**src/rcvr_defs.vh**
```
// Register numbers, fields, reset values and timing of the value bank.
`ifndef RCVR_DEFS_VH
`define RCVR_DEFS_VH

`define RCVR_REG_MAN_ADJUST     8'h15
`define RCVR_REG_PRESENCE       8'h16
`define RCVR_REG_BUS_TEMP       8'h1E
`define RCVR_REG_CTRL_REQ       8'h1F
`define RCVR_REG_SP_OFFSET      8'h22
`define RCVR_REG_OPMODE_REQ     8'h24
`define RCVR_REG_CHANGEOVER     8'h26
`define RCVR_REG_DEW_POINT      8'h27
`define RCVR_REG_SETPOINT       8'h29
`define RCVR_REG_ANA_A_DRIVE    8'h2D
`define RCVR_REG_ANA_B_DRIVE    8'h2E
`define RCVR_REG_PULSE_A_DRIVE  8'h2F
`define RCVR_REG_PULSE_B_DRIVE  8'h30
`define RCVR_REG_EFF_ACTUAL     8'h32
`define RCVR_REG_CTRL_CUR       8'h33
`define RCVR_REG_WINDOW         8'h35
`define RCVR_REG_EFF_SETPOINT   8'h36
`define RCVR_REG_MAN_HEAT       8'h38
`define RCVR_REG_MAN_COOL       8'h39
`define RCVR_REG_OPMODE_CUR     8'h3B
`define RCVR_REG_AUX_CONTACT    8'h46
`define RCVR_REG_TEMPERATURE    8'h47
`define RCVR_REG_VOLTAGE        8'h48
`define RCVR_REG_COOL_LIMIT     8'h8E
`define RCVR_REG_HEAT_LIMIT     8'h8F
`define RCVR_REG_INVERSION      8'h90

`define RCVR_CM_AUTO            4'h0
`define RCVR_CM_HEAT            4'h1
`define RCVR_CM_COOL            4'h3
`define RCVR_CM_FROST           4'h5
`define RCVR_CM_OFF             4'h6
`define RCVR_CM_MANUAL          4'hA

`define RCVR_OM_COMFORT         3'h0
`define RCVR_OM_REDUCED         3'h1
`define RCVR_OM_STANDBY         3'h2
`define RCVR_OM_FIXED_REDUCED   3'h5

`define RCVR_PCT_MAX            7'h64
`define RCVR_LIMIT_RESET        7'h64
`define RCVR_OFFSET_MIN         (-8'sd30)
`define RCVR_OFFSET_MAX         (8'sd30)
`define RCVR_INV_PULSE_A        0
`define RCVR_INV_PULSE_B        1
`define RCVR_INV_ANA_A          2
`define RCVR_INV_ANA_B          3

`define RCVR_RUNDOWN_STEP_MIN   10
`define RCVR_CLK_HZ             100000000
`define RCVR_RUNDOWN_STEP_CYC   (40'd60 * `RCVR_RUNDOWN_STEP_MIN * `RCVR_CLK_HZ)
`define RCVR_RUNDOWN_MAX        5'd24

`endif

```
**src/rcvr_value_regs.v**
```verilog
// Run-time value register bank of the room temperature controller.
`timescale 1ns/1ns
`default_nettype none
`include "rcvr_defs.vh"

module rcvr_value_regs #(
  parameter [39:0] RUNDOWN_STEP_CYCLES = `RCVR_RUNDOWN_STEP_CYC
) (
  // Clock and reset
  input  wire        clk,
  input  wire        reset,
  // Register port, addressed by register number
  input  wire [7:0]  reg_addr,
  input  wire        reg_wr,
  input  wire [31:0] reg_wdata,
  input  wire        reg_rd,
  output reg  [31:0] reg_rdata,
  output reg         reg_rvalid,
  // Configuration values held elsewhere
  input  wire [15:0] base_setpoint_cfg,
  input  wire [4:0]  rundown_steps_cfg,
  input  wire        window_polarity_cfg,
  input  wire        bus_temp_select_cfg,
  // Field inputs
  input  wire        window_contact_input,
  input  wire        aux_contact_input,
  input  wire [15:0] temperature_value,
  input  wire [15:0] aux_voltage_input,
  input  wire        presence_detected,
  input  wire [7:0]  manual_adjust_value,
  // Application demands and output ownership
  input  wire        pulse_out_a_free,
  input  wire        pulse_out_b_free,
  input  wire        analog_out_a_free,
  input  wire        analog_out_b_free,
  input  wire [6:0]  app_pulse_a,
  input  wire [6:0]  app_pulse_b,
  input  wire [6:0]  app_analog_a,
  input  wire [6:0]  app_analog_b,
  input  wire [6:0]  app_heat_valve,
  input  wire [6:0]  app_cool_valve,
  // Values handed to the control and output stages
  output reg  [3:0]  control_mode,
  output reg  [2:0]  operating_mode,
  output reg  [15:0] effective_setpoint,
  output reg  [15:0] effective_actual,
  output reg         changeover_cooling,
  output reg         dew_point_wet,
  output reg  [6:0]  heat_valve_pct,
  output reg  [6:0]  cool_valve_pct,
  output reg  [6:0]  pulse_out_a,
  output reg  [6:0]  pulse_out_b,
  output reg  [6:0]  analog_out_a,
  output reg  [6:0]  analog_out_b
);

  // Percentages above full scale are clipped rather than wrapped.
  function [6:0] rcvr_clip;
    input [6:0] v;
    begin
      rcvr_clip = (v > `RCVR_PCT_MAX) ? `RCVR_PCT_MAX : v;
    end
  endfunction

  function [6:0] rcvr_invert;
    input [6:0] v;
    input       inv;
    reg   [6:0] c;
    begin
      c = rcvr_clip(v);
      rcvr_invert = inv ? (`RCVR_PCT_MAX - c) : c;
    end
  endfunction

  function [6:0] rcvr_limit;
    input [6:0] v;
    input [6:0] lim;
    reg   [6:0] c;
    reg   [6:0] l;
    begin
      c = rcvr_clip(v);
      l = rcvr_clip(lim);
      rcvr_limit = (c > l) ? l : c;
    end
  endfunction

  function [31:0] rcvr_pct_word;
    input [6:0] v;
    begin
      rcvr_pct_word = {25'h0000000, v};
    end
  endfunction

  // Writable registers.
  reg [15:0] bus_temp_q;
  reg [3:0]  ctrl_req_q;
  reg [7:0]  sp_offset_q;
  reg [2:0]  opmode_req_q;
  reg        changeover_q;
  reg        dew_point_q;
  reg [15:0] setpoint_q;
  reg [6:0]  ana_a_drive_q;
  reg [6:0]  ana_b_drive_q;
  reg [6:0]  pulse_a_drive_q;
  reg [6:0]  pulse_b_drive_q;
  reg [6:0]  man_heat_q;
  reg [6:0]  man_cool_q;
  reg [6:0]  cool_limit_q;
  reg [6:0]  heat_limit_q;
  reg [3:0]  inversion_q;

  // Run-down timing.
  reg [39:0] step_cnt_q;
  reg [4:0]  rundown_q;
  reg        presence_q;

  wire wr_hit = reg_wr;
  wire window_open = window_contact_input ^ window_polarity_cfg;
  wire rundown_active = (rundown_q != 5'h00);

  always @(posedge clk) begin
    if (reset) begin
      bus_temp_q      <= 16'h0000;
      ctrl_req_q      <= `RCVR_CM_AUTO;
      sp_offset_q     <= 8'h00;
      opmode_req_q    <= `RCVR_OM_COMFORT;
      changeover_q    <= 1'b0;
      dew_point_q     <= 1'b0;
      // A synchronous reset may take the configured value directly.
      setpoint_q      <= base_setpoint_cfg;
      ana_a_drive_q   <= 7'h00;
      ana_b_drive_q   <= 7'h00;
      pulse_a_drive_q <= 7'h00;
      pulse_b_drive_q <= 7'h00;
      man_heat_q      <= 7'h00;
      man_cool_q      <= 7'h00;
      cool_limit_q    <= `RCVR_LIMIT_RESET;
      heat_limit_q    <= `RCVR_LIMIT_RESET;
      inversion_q     <= 4'h0;
    end else if (wr_hit) begin
      // Writes to read-only numbers fall through untouched.
      case (reg_addr)
        `RCVR_REG_BUS_TEMP:     bus_temp_q      <= reg_wdata[15:0];
        `RCVR_REG_CTRL_REQ:     ctrl_req_q      <= reg_wdata[3:0];
        `RCVR_REG_SP_OFFSET:    sp_offset_q     <= reg_wdata[7:0];
        `RCVR_REG_OPMODE_REQ:   opmode_req_q    <= reg_wdata[2:0];
        `RCVR_REG_CHANGEOVER:   changeover_q    <= reg_wdata[0];
        `RCVR_REG_DEW_POINT:    dew_point_q     <= reg_wdata[0];
        `RCVR_REG_SETPOINT:     setpoint_q      <= reg_wdata[15:0];
        `RCVR_REG_ANA_A_DRIVE:  ana_a_drive_q   <= reg_wdata[6:0];
        `RCVR_REG_ANA_B_DRIVE:  ana_b_drive_q   <= reg_wdata[6:0];
        `RCVR_REG_PULSE_A_DRIVE: pulse_a_drive_q <= reg_wdata[6:0];
        `RCVR_REG_PULSE_B_DRIVE: pulse_b_drive_q <= reg_wdata[6:0];
        `RCVR_REG_MAN_HEAT:     man_heat_q      <= reg_wdata[6:0];
        `RCVR_REG_MAN_COOL:     man_cool_q      <= reg_wdata[6:0];
        `RCVR_REG_COOL_LIMIT:   cool_limit_q    <= reg_wdata[6:0];
        `RCVR_REG_HEAT_LIMIT:   heat_limit_q    <= reg_wdata[6:0];
        `RCVR_REG_INVERSION:    inversion_q     <= reg_wdata[3:0];
        default: ;
      endcase
    end
  end

  // Presence restarts the run-down count; each step lasts ten minutes.
  always @(posedge clk) begin
    if (reset) begin
      step_cnt_q <= 40'h0000000000;
      rundown_q  <= 5'h00;
      presence_q <= 1'b0;
    end else begin
      presence_q <= presence_detected;
      if (presence_detected) begin
        step_cnt_q <= 40'h0000000000;
        rundown_q  <= (rundown_steps_cfg > `RCVR_RUNDOWN_MAX) ?
                      `RCVR_RUNDOWN_MAX : rundown_steps_cfg;
      end else if (rundown_active) begin
        if (step_cnt_q >= RUNDOWN_STEP_CYCLES - 40'h0000000001) begin
          step_cnt_q <= 40'h0000000000;
          rundown_q  <= rundown_q - 5'h01;
        end else begin
          step_cnt_q <= step_cnt_q + 40'h0000000001;
        end
      end else begin
        step_cnt_q <= 40'h0000000000;
      end
    end
  end

  // Effective modes and values, registered so every output comes from a flop.
  reg [2:0]  opmode_d;
  reg [3:0]  ctrl_d;
  reg [15:0] eff_sp_d;
  reg [7:0]  off_clip;
  reg        manual;

  always @* begin
    case (opmode_req_q)
      `RCVR_OM_COMFORT: opmode_d = `RCVR_OM_COMFORT;
      `RCVR_OM_REDUCED: opmode_d = (presence_q || rundown_active) ?
                                   `RCVR_OM_COMFORT :
                                   `RCVR_OM_REDUCED;
      `RCVR_OM_STANDBY: opmode_d = presence_q ? `RCVR_OM_COMFORT :
                                   `RCVR_OM_STANDBY;
      `RCVR_OM_FIXED_REDUCED: opmode_d = `RCVR_OM_REDUCED;
      default: opmode_d = `RCVR_OM_COMFORT;
    endcase
    // An open window overrides any request with frost protection.
    ctrl_d = window_open ? `RCVR_CM_FROST : ctrl_req_q;
    // The offset is clipped here because the master may overstep its range.
    if ($signed(sp_offset_q) > `RCVR_OFFSET_MAX) begin
      off_clip = `RCVR_OFFSET_MAX;
    end else if ($signed(sp_offset_q) < `RCVR_OFFSET_MIN) begin
      off_clip = `RCVR_OFFSET_MIN;
    end else begin
      off_clip = sp_offset_q;
    end
    if (opmode_d == `RCVR_OM_COMFORT || opmode_d == `RCVR_OM_STANDBY) begin
      eff_sp_d = setpoint_q + {{8{off_clip[7]}}, off_clip};
    end else begin
      eff_sp_d = setpoint_q;
    end
    manual = (ctrl_d == `RCVR_CM_MANUAL);
  end

  always @(posedge clk) begin
    if (reset) begin
      control_mode       <= `RCVR_CM_AUTO;
      operating_mode     <= `RCVR_OM_COMFORT;
      effective_setpoint <= 16'h0000;
      effective_actual   <= 16'h0000;
      changeover_cooling <= 1'b0;
      dew_point_wet      <= 1'b0;
      heat_valve_pct     <= 7'h00;
      cool_valve_pct     <= 7'h00;
      pulse_out_a        <= 7'h00;
      pulse_out_b        <= 7'h00;
      analog_out_a       <= 7'h00;
      analog_out_b       <= 7'h00;
    end else begin
      control_mode       <= ctrl_d;
      operating_mode     <= opmode_d;
      effective_setpoint <= eff_sp_d;
      effective_actual   <= bus_temp_select_cfg ? bus_temp_q :
                            temperature_value;
      changeover_cooling <= changeover_q;
      dew_point_wet      <= dew_point_q;
      heat_valve_pct     <= rcvr_limit(manual ? man_heat_q :
                                       app_heat_valve, heat_limit_q);
      cool_valve_pct     <= rcvr_limit(manual ? man_cool_q :
                                       app_cool_valve, cool_limit_q);
      pulse_out_a        <= rcvr_invert(pulse_out_a_free ? pulse_a_drive_q :
                            app_pulse_a,
                            inversion_q[`RCVR_INV_PULSE_A]);
      pulse_out_b        <= rcvr_invert(pulse_out_b_free ? pulse_b_drive_q :
                            app_pulse_b,
                            inversion_q[`RCVR_INV_PULSE_B]);
      analog_out_a       <= rcvr_invert(analog_out_a_free ? ana_a_drive_q :
                            app_analog_a,
                            inversion_q[`RCVR_INV_ANA_A]);
      analog_out_b       <= rcvr_invert(analog_out_b_free ? ana_b_drive_q :
                            app_analog_b,
                            inversion_q[`RCVR_INV_ANA_B]);
    end
  end

  // Read path: one cycle latency, unmapped numbers read as zero.
  reg [31:0] rd_d;

  always @* begin
    case (reg_addr)
      `RCVR_REG_MAN_ADJUST:   rd_d = {{24{manual_adjust_value[7]}},
                                      manual_adjust_value};
      `RCVR_REG_PRESENCE:     rd_d = {31'h00000000, ~presence_q};
      `RCVR_REG_BUS_TEMP:     rd_d = {16'h0000, bus_temp_q};
      `RCVR_REG_CTRL_REQ:     rd_d = {28'h0000000, ctrl_req_q};
      `RCVR_REG_SP_OFFSET:    rd_d = {{24{sp_offset_q[7]}}, sp_offset_q};
      `RCVR_REG_OPMODE_REQ:   rd_d = {29'h00000000, opmode_req_q};
      `RCVR_REG_CHANGEOVER:   rd_d = {31'h00000000, changeover_q};
      `RCVR_REG_DEW_POINT:    rd_d = {31'h00000000, dew_point_q};
      `RCVR_REG_SETPOINT:     rd_d = {16'h0000, setpoint_q};
      `RCVR_REG_ANA_A_DRIVE:  rd_d = rcvr_pct_word(ana_a_drive_q);
      `RCVR_REG_ANA_B_DRIVE:  rd_d = rcvr_pct_word(ana_b_drive_q);
      `RCVR_REG_PULSE_A_DRIVE: rd_d = rcvr_pct_word(pulse_a_drive_q);
      `RCVR_REG_PULSE_B_DRIVE: rd_d = rcvr_pct_word(pulse_b_drive_q);
      `RCVR_REG_EFF_ACTUAL:   rd_d = {16'h0000, effective_actual};
      `RCVR_REG_CTRL_CUR:     rd_d = {28'h0000000, control_mode};
      `RCVR_REG_WINDOW:       rd_d = {31'h00000000,
                                      window_contact_input};
      `RCVR_REG_EFF_SETPOINT: rd_d = {16'h0000, effective_setpoint};
      `RCVR_REG_MAN_HEAT:     rd_d = rcvr_pct_word(man_heat_q);
      `RCVR_REG_MAN_COOL:     rd_d = rcvr_pct_word(man_cool_q);
      `RCVR_REG_OPMODE_CUR:   rd_d = {29'h00000000, operating_mode};
      `RCVR_REG_AUX_CONTACT:  rd_d = {31'h00000000,
                                      aux_contact_input};
      `RCVR_REG_TEMPERATURE:  rd_d = {16'h0000, temperature_value};
      `RCVR_REG_VOLTAGE:      rd_d = {16'h0000, aux_voltage_input};
      `RCVR_REG_COOL_LIMIT:   rd_d = rcvr_pct_word(cool_limit_q);
      `RCVR_REG_HEAT_LIMIT:   rd_d = rcvr_pct_word(heat_limit_q);
      `RCVR_REG_INVERSION:    rd_d = {28'h0000000, inversion_q};
      default:                rd_d = 32'h00000000;
    endcase
  end

  always @(posedge clk) begin
    if (reset) begin
      reg_rdata  <= 32'h00000000;
      reg_rvalid <= 1'b0;
    end else begin
      reg_rvalid <= reg_rd;
      if (reg_rd) begin
        reg_rdata <= rd_d;
      end
    end
  end

endmodule // rcvr_value_regs
`default_nettype wire

```
**config.mk**
```make
export PLATFORM = sky130hd
export DESIGN_NAME = rcvr_value_regs
export DESIGN_NICKNAME = d
export VERILOG_FILES = /design/src/rcvr_value_regs.v
export VERILOG_INCLUDE_DIRS = /design/src
export SDC_FILE = /design/constraint.sdc
export NUM_CORES = 1
export LEC_CHECK = 0
export BUFFER_PORTS_ARGS = -buffer_cell sky130_fd_sc_hd__buf_2
export CORE_MARGIN = 8
export CORE_UTILIZATION = 25
export DETAILED_ROUTE_END_ITERATION = 12
export GPL_ROUTABILITY_DRIVEN = 0
export SKIP_CTS_REPAIR_TIMING = 1
export SLEW_MARGIN = 5
export SYNTH_ARGS = -nofsm -noshare
export SYNTH_HDL_FRONTEND = slang
export SYNTH_SLANG_ARGS = --single-unit
```
**constraint.sdc**
```tcl
create_clock -name clk -period 4.65 [get_ports clk]
set_clock_uncertainty 0.05 [all_clocks]
set_input_delay 0.465 -clock clk [delete_from_list [all_inputs] [get_ports clk]]
set_output_delay 0.465 -clock clk [all_outputs]
set_load 0.005 [all_outputs]
```
# ---- Yosys cells after proc, flatten, opt, wreduce, memory -nomap -nowiden
# Cells that the tools add are included.
dict set report word_totals {
  elab_cells 150
  output_inout_bits 116
  reg_bits 271
  in_bits 156
}
dict set report op_classes {
  bitwise 3
  n_addsub 7
  eq_ne 31
  reduce_logical 26
  n_mux 36
  n_lt_le_gt_ge 14
}
# cell count
set op_table {}
lappend op_table {{one-hot mux 32 bit (26 select lines)} 1}
lappend op_table {{2-to-1 mux 7 bit} 20}
lappend op_table {{== test 8 x 6 -> 1 bit (second input constant)} 16}
lappend op_table {{2-to-1 mux 16 bit} 5}
lappend op_table {{> comparator 7 bit (second input constant)} 8}
lappend op_table {{adder 40 x 1 -> 40 bit (second input constant)} 1}
lappend op_table {{greater-or-equal comparator 40 x 36 -> 1 bit (second input constant)} 1}
lappend op_table {{AND reduction 2 bit} 17}
lappend op_table {{== test 8 x 5 -> 1 bit (second input constant)} 4}
lappend op_table {{subtractor 7 bit (first input constant)} 4}
lappend op_table {{== test 8 x 7 -> 1 bit (second input constant)} 3}
lappend op_table {{== test 8 bit (second input constant)} 3}
lappend op_table {{2-to-1 mux 5 bit} 4}
lappend op_table {{adder 16 bit} 1}
lappend op_table {{2-to-1 mux 8 bit} 2}
lappend op_table {{> comparator 7 bit} 2}
lappend op_table {{> comparator 8 x 6 -> 1 bit (second input constant)} 1}
lappend op_table {{less-than comparator 8 x 6 -> 1 bit (second input constant)} 1}
lappend op_table {{nonzero test 2 bit} 4}
lappend op_table {{== test 3 x 2 -> 1 bit (second input constant)} 2}
lappend op_table {{one-hot mux 2 bit (3 select lines)} 1}
lappend op_table {{> comparator 5 bit (second input constant)} 1}
lappend op_table {{nonzero test 5 bit} 1}
lappend op_table {{subtractor 5 x 1 -> 5 bit (second input constant)} 1}
lappend op_table {{other kinds (11)} 13}

# ---- Longest topological paths before layout
dict set report depth {
  word_depth 8
  depth_mapped 14
  ltp_nobuf 12
}

# ---- Worst setup path after synthesis
# Ideal clock, no wire load.
dict set report synth_timing {
  path_kind {register -> register}
  from {reg sp_offset_q[1]}
  to {reg effective_setpoint[15]}
  synth_period_minus_slack_ns 3.558
  arrival_time_ns 3.388
  setup_slack_ns 1.092
  path_stages_with_launch 12
  path_buffers 0
  setup_ns 0.121
  path_cell_list {dfxtp_1 -> or4_1 -> nand4_1 -> ha_1 -> or3_1 -> ha_1 -> a211oi_1 -> o21ai_0 -> and4_1 -> o31ai_1 -> mux2i_1 -> mux2_2}
}
dict set report synth_via {
  elab_chain_len 5
  word_cells_on_any_way 6
  cone_classes {add/sub (1); order compare (2); mux (3)}
}
# item line_no
set synth_lines {}
lappend synth_lines {{from (decl)} rcvr_value_regs.v:97} ;# reg [7:0] sp_offset_q;
lappend synth_lines {{from (signal assigned)} rcvr_value_regs.v:145} ;# `RCVR_REG_SP_OFFSET: sp_offset_q <= reg_wdata[7:0];
lappend synth_lines {{less-than comparator 8 x 6 -> 1 bit (no source line)} --}
lappend synth_lines {{2-to-1 mux 8 bit} rcvr_value_regs.v:212} ;# end else if ($signed(sp_offset_q) < `RCVR_OFFSET_MIN) begin
lappend synth_lines {{2-to-1 mux 8 bit *} rcvr_value_regs.v:210} ;# if ($signed(sp_offset_q) > `RCVR_OFFSET_MAX) begin
lappend synth_lines {{adder 16 bit *} rcvr_value_regs.v:218} ;# eff_sp_d = setpoint_q + {{8{off_clip[7]}}, off_clip};
lappend synth_lines {{2-to-1 mux 16 bit *} rcvr_value_regs.v:217} ;# if (opmode_d == `RCVR_OM_COMFORT || opmode_d == `RCVR_OM_STANDBY) begin
lappend synth_lines {{to (signal assigned)} rcvr_value_regs.v:242} ;# effective_setpoint <= eff_sp_d;
lappend synth_lines {{to (decl)} rcvr_value_regs.v:45} ;# output reg [15:0] effective_setpoint,
# Every way passes the cells marked *; elsewhere a longest branch is shown, timed or not.
# A chain may end at the register's enable or synchronous reset.

# ---- Worst setup path in the final report
dict set report layout_timing {
  from {reg ctrl_req_q[0]}
  to {reg heat_valve_pct[4]}
}
dict set report layout_via {
  elab_chain_len 7
}
# item line_no
set layout_lines {}
lappend layout_lines {{from (decl)} rcvr_value_regs.v:96} ;# reg [3:0] ctrl_req_q;
lappend layout_lines {{from (signal assigned)} rcvr_value_regs.v:124} ;# ctrl_req_q <= `RCVR_CM_AUTO;
lappend layout_lines {{from (signal assigned)} rcvr_value_regs.v:144} ;# `RCVR_REG_CTRL_REQ: ctrl_req_q <= reg_wdata[3:0];
lappend layout_lines {{2-to-1 mux 4 bit *} rcvr_value_regs.v:208} ;# ctrl_d = window_open ? `RCVR_CM_FROST : ctrl_req_q;
lappend layout_lines {{== test 4 bit (no source line) *} --}
lappend layout_lines {{2-to-1 mux 7 bit *} rcvr_value_regs.v:247} ;# heat_valve_pct <= rcvr_limit(manual ? man_heat_q :
lappend layout_lines {{> comparator 7 bit (no source line)} --}
lappend layout_lines {{2-to-1 mux 7 bit *} rcvr_value_regs.v:61} ;# rcvr_clip = (v > `RCVR_PCT_MAX) ? `RCVR_PCT_MAX : v;
lappend layout_lines {{> comparator 7 bit} rcvr_value_regs.v:83} ;# rcvr_limit = (c > l) ? l : c;
lappend layout_lines {{2-to-1 mux 7 bit *} rcvr_value_regs.v:83}
lappend layout_lines {{to (signal assigned)} rcvr_value_regs.v:247}
lappend layout_lines {{to (decl)} rcvr_value_regs.v:49} ;# output reg [6:0] heat_valve_pct,
# Marks and branches as above.

==> flow_metrics.tcl <==
set metrics [dict create \
    post-route-util 0.3055 \
    worst_pin_slew_ns 1.172 \
    synth_xor_area_frac 0.03268 \
    peakVddDrop_mv 0.2177 \
    placed_cells 2485 \
    core_sq_mm 0.05392 \
    wl_met1_mm 22.50 \
    clkLatencyLatePin_ns 0.56 \
    ys_seq_elements 255 \
    syn-cell-area_sq_mm 0.01367 \
    wl_met3_mm 4.996 \
    worstPathArrival_ns 4.41 \
    placed_area_sq_mm 0.01541 \
    detail_route.wirelength_mm 53.03 \
    avgSynthCellArea_sq_um 8.375 \
    cts_tree "built" \
    htreeDepth 1 \
    clk_pin_slew_ns 0.06 \
    ys_types 81 \
    synth-seq-area-share 0.3852 \
    status "finished, final reports clean" \
    overflow 0 \
    maxCapViolations 0 \
    num_vias 13380 \
    area_growth_pct 20.52 \
    ant_nets 0 \
    synth-adder-area-share 0.03442 \
    grt_setup_unrepaired "no" \
    drt_first_pass_iters 7 \
    hold_viol 0 \
    first_iter_violations 1402 \
    routedWlPerCell_um 20.84 \
    grt_first_pass_wirelength_mm 79.11 \
    path_cells "nand3b_1 -> nor3_2 -> mux2_2 -> o211a_1 -> nor2_1 -> ha_1 -> a21o_1 -> a21oi_1 -> nor2b_1 -> o31ai_1 -> nand2_1 -> o32ai_1" \
    fin_crit_ns 4.004 \
    routed_via_density 5.259 \
    met2WireLength_mm 23.75 \
    muxShareOfSynthArea 0.06792 \
    rows 85 \
    worstPathRequired_ns 5.05 \
    hpwl_mm 40.08 \
    antenna_found_initial 19 \
    synth_compound_area_frac 0.1891 \
    r2r_cells 12 \
    worst_path_max_delay_cell "o31ai_1" \
    fp.dieH_um 249.8 \
    fp.dieArea_sq_mm 0.06241 \
    drv_slew 0 \
    grt_max_degree 145 \
    total_power_mw 5.334 \
    synthSimpleGateAreaFrac 0.2389 \
    fin_cells 2545 \
    slew_headroom 0.2185 \
    dp_slack_ns 0.3983 \
    async_reset_ff_frac 0 \
    hold_depth 3 \
    setup_viol 0 \
    power_leakage_nw 6.475 \
    fp.dieW_um 249.8 \
    synth_edf_count 16 \
    design_area_sq_mm 0.01647 \
    drcViolationCount 0 \
    port_buffers 254 \
    critical_path_class "flop to flop" \
    hp-class "input port to flop" \
    whs_ns 0.1044 \
    max_clock_freq_ghz 0.2498 \
    drive_above_1_share 0.2097 \
    clkSinkCount 255 \
    routed.top_layer "met5" \
    fin_nets 2013 \
    nFillCells 5602 \
    syn_inst 1632 \
    startpoint_type "flop" \
    final.setup.tns_ns 0 \
    ys.flop_type "dfxtp_1" \
    synth_top_family_by_area "simple AND/OR/NAND/NOR gates" \
    yosys_warnings 0 \
    root_buffer "clkbuf_16" \
    p_per_area_mw_per_mm2 323.8 \
    ios 272 \
    end_kind "flop" \
    clock_path_buffers 3 \
    fin_ws_ns 0.6460 \
    grtUsageTotal 0.1595 \
    min_period_over_period 0.8611 \
    numCtsBuffers 29 \
    grt_pass1_vias 12780 \
    critPathMaxStageDelay_ns 0.69 \
    cp_max_fo 10 \
    start_util 0.2535 \
]
## worst max-delay path: cells and delay by family (launching register included)
family / cells / cell delay [ns]
adder cells (fa/ha/maj): 1 / 0.26
flip-flops: 1 / 0.36
multiplexers: 1 / 0.46
AO/OA/AOI/OAI: 5 / 1.46
AND/OR/NAND/NOR: 5 / 1.32
## Yosys cell counts (all sizes together), types with 5 or more instances
cell	n	area [sq um]
a311oi	7	61.31
a22o	7	61.31
nor3	38	256.5
and4	8	72.57
nand4	32	200.2
dfxtp	239	4785
ha	36	450.4
clkbuf	57	216.5
and2	6	37.54
a22oi	35	262.8
nand2	217	814.5
nor4	17	118.9
or3	9	56.30
xor2	26	227.7
o31ai	8	60.06
a21oi	144	720.7
edfxtp	16	480.5
buf	60	347.8
nand2b	10	62.56
or4	5	37.54
nor3b	15	112.6
or4b	5	53.80
a221oi	10	118.9
o21a	9	67.56
a21o	12	90.09
o211ai	8	60.06
o21ai	53	269.0
o21bai	8	60.06
mux2i	59	590.6
mux2	30	337.8
and3	28	180.2
a211o	5	43.79
a222oi	27	270.3
nand3	84	420.4
inv	35	131.4
a211oi	11	82.58
nor2b	18	112.6
xnor2	25	219.0
nor2	147	551.8
a31oi	10	62.56
## cell families (layout without fill, tap and decap cells)
group / after synthesis / after routing
XOR/XNOR: 51 / 51
adder cells (fa/ha/maj): 37 / 37
other: 1 / 13
flip-flops: 255 / 255
multiplexers: 89 / 89
AO/OA/AOI/OAI: 386 / 386
AND/OR/NAND/NOR: 659 / 659
buffers and inverters: 154 / 359
## routing by layer
layer,vias to the layer above,track usage
li1,6331,-
met1,6345,0.2052
met2,592,0.2544
met3,102,0.04355
met4,14,0.05536
met5,-,0
## sequential cells by signal (all words and copies together) (netlist names), 8 cells and up
signal              count
step_cnt_q             40
reg_rdata              17
bus_temp_q             16
effective_actual       16
effective_setpoint     16
setpoint_q             16
sp_offset_q             8
## power by group
group,switching [mW],total (mW),internal [mW]
clock,0.974,2.51,1.53
sequential,0.0498,2.32,2.27
combinational,0.311,0.507,0.196
total,1.33,5.33,4.00
## layout by cell type (no fill, tap or decap), types with 32 or more instances in the layout
master,count
nor2_1,147
dfxtp_1,239
nand4_1,32
mux2i_1,59
a22oi_1,35
inv_1,35
ha_1,36
buf_2,253
a21oi_1,144
nand3_1,84
o21ai_0,41
nand2_1,217
## area by class of cell
type / count / area [sq um] / share of cell area
tap: 696 / 870.8 / 0.05286
multi-input combinational: 1227 / 7725 / 0.4689
timing repair buffer: 270 / 1410 / 0.08560
inverter: 37 / 138.9 / 0.008431
sequential: 255 / 5265 / 0.3196
antenna: 8 / 20.02 / 0.001215
clock inverter: 15 / 216.5 / 0.01314
clock buffer: 37 / 827.0 / 0.05021
## path summary, 6_finish.rpt
check	start	end	slack, ns
setup / recovery	ctrl_req_q[0]	heat_valve_pct[4]	0.65
hold / removal	reg_wdata[8]	bus_temp_q[8]	0.10
setup reg to reg	ctrl_req_q[0]	heat_valve_pct[4]	0.65
hold reg to reg	reg_rdata[11]	reg_rdata[11]	0.40
Note: power is estimated with default switching activity, not from simulation.
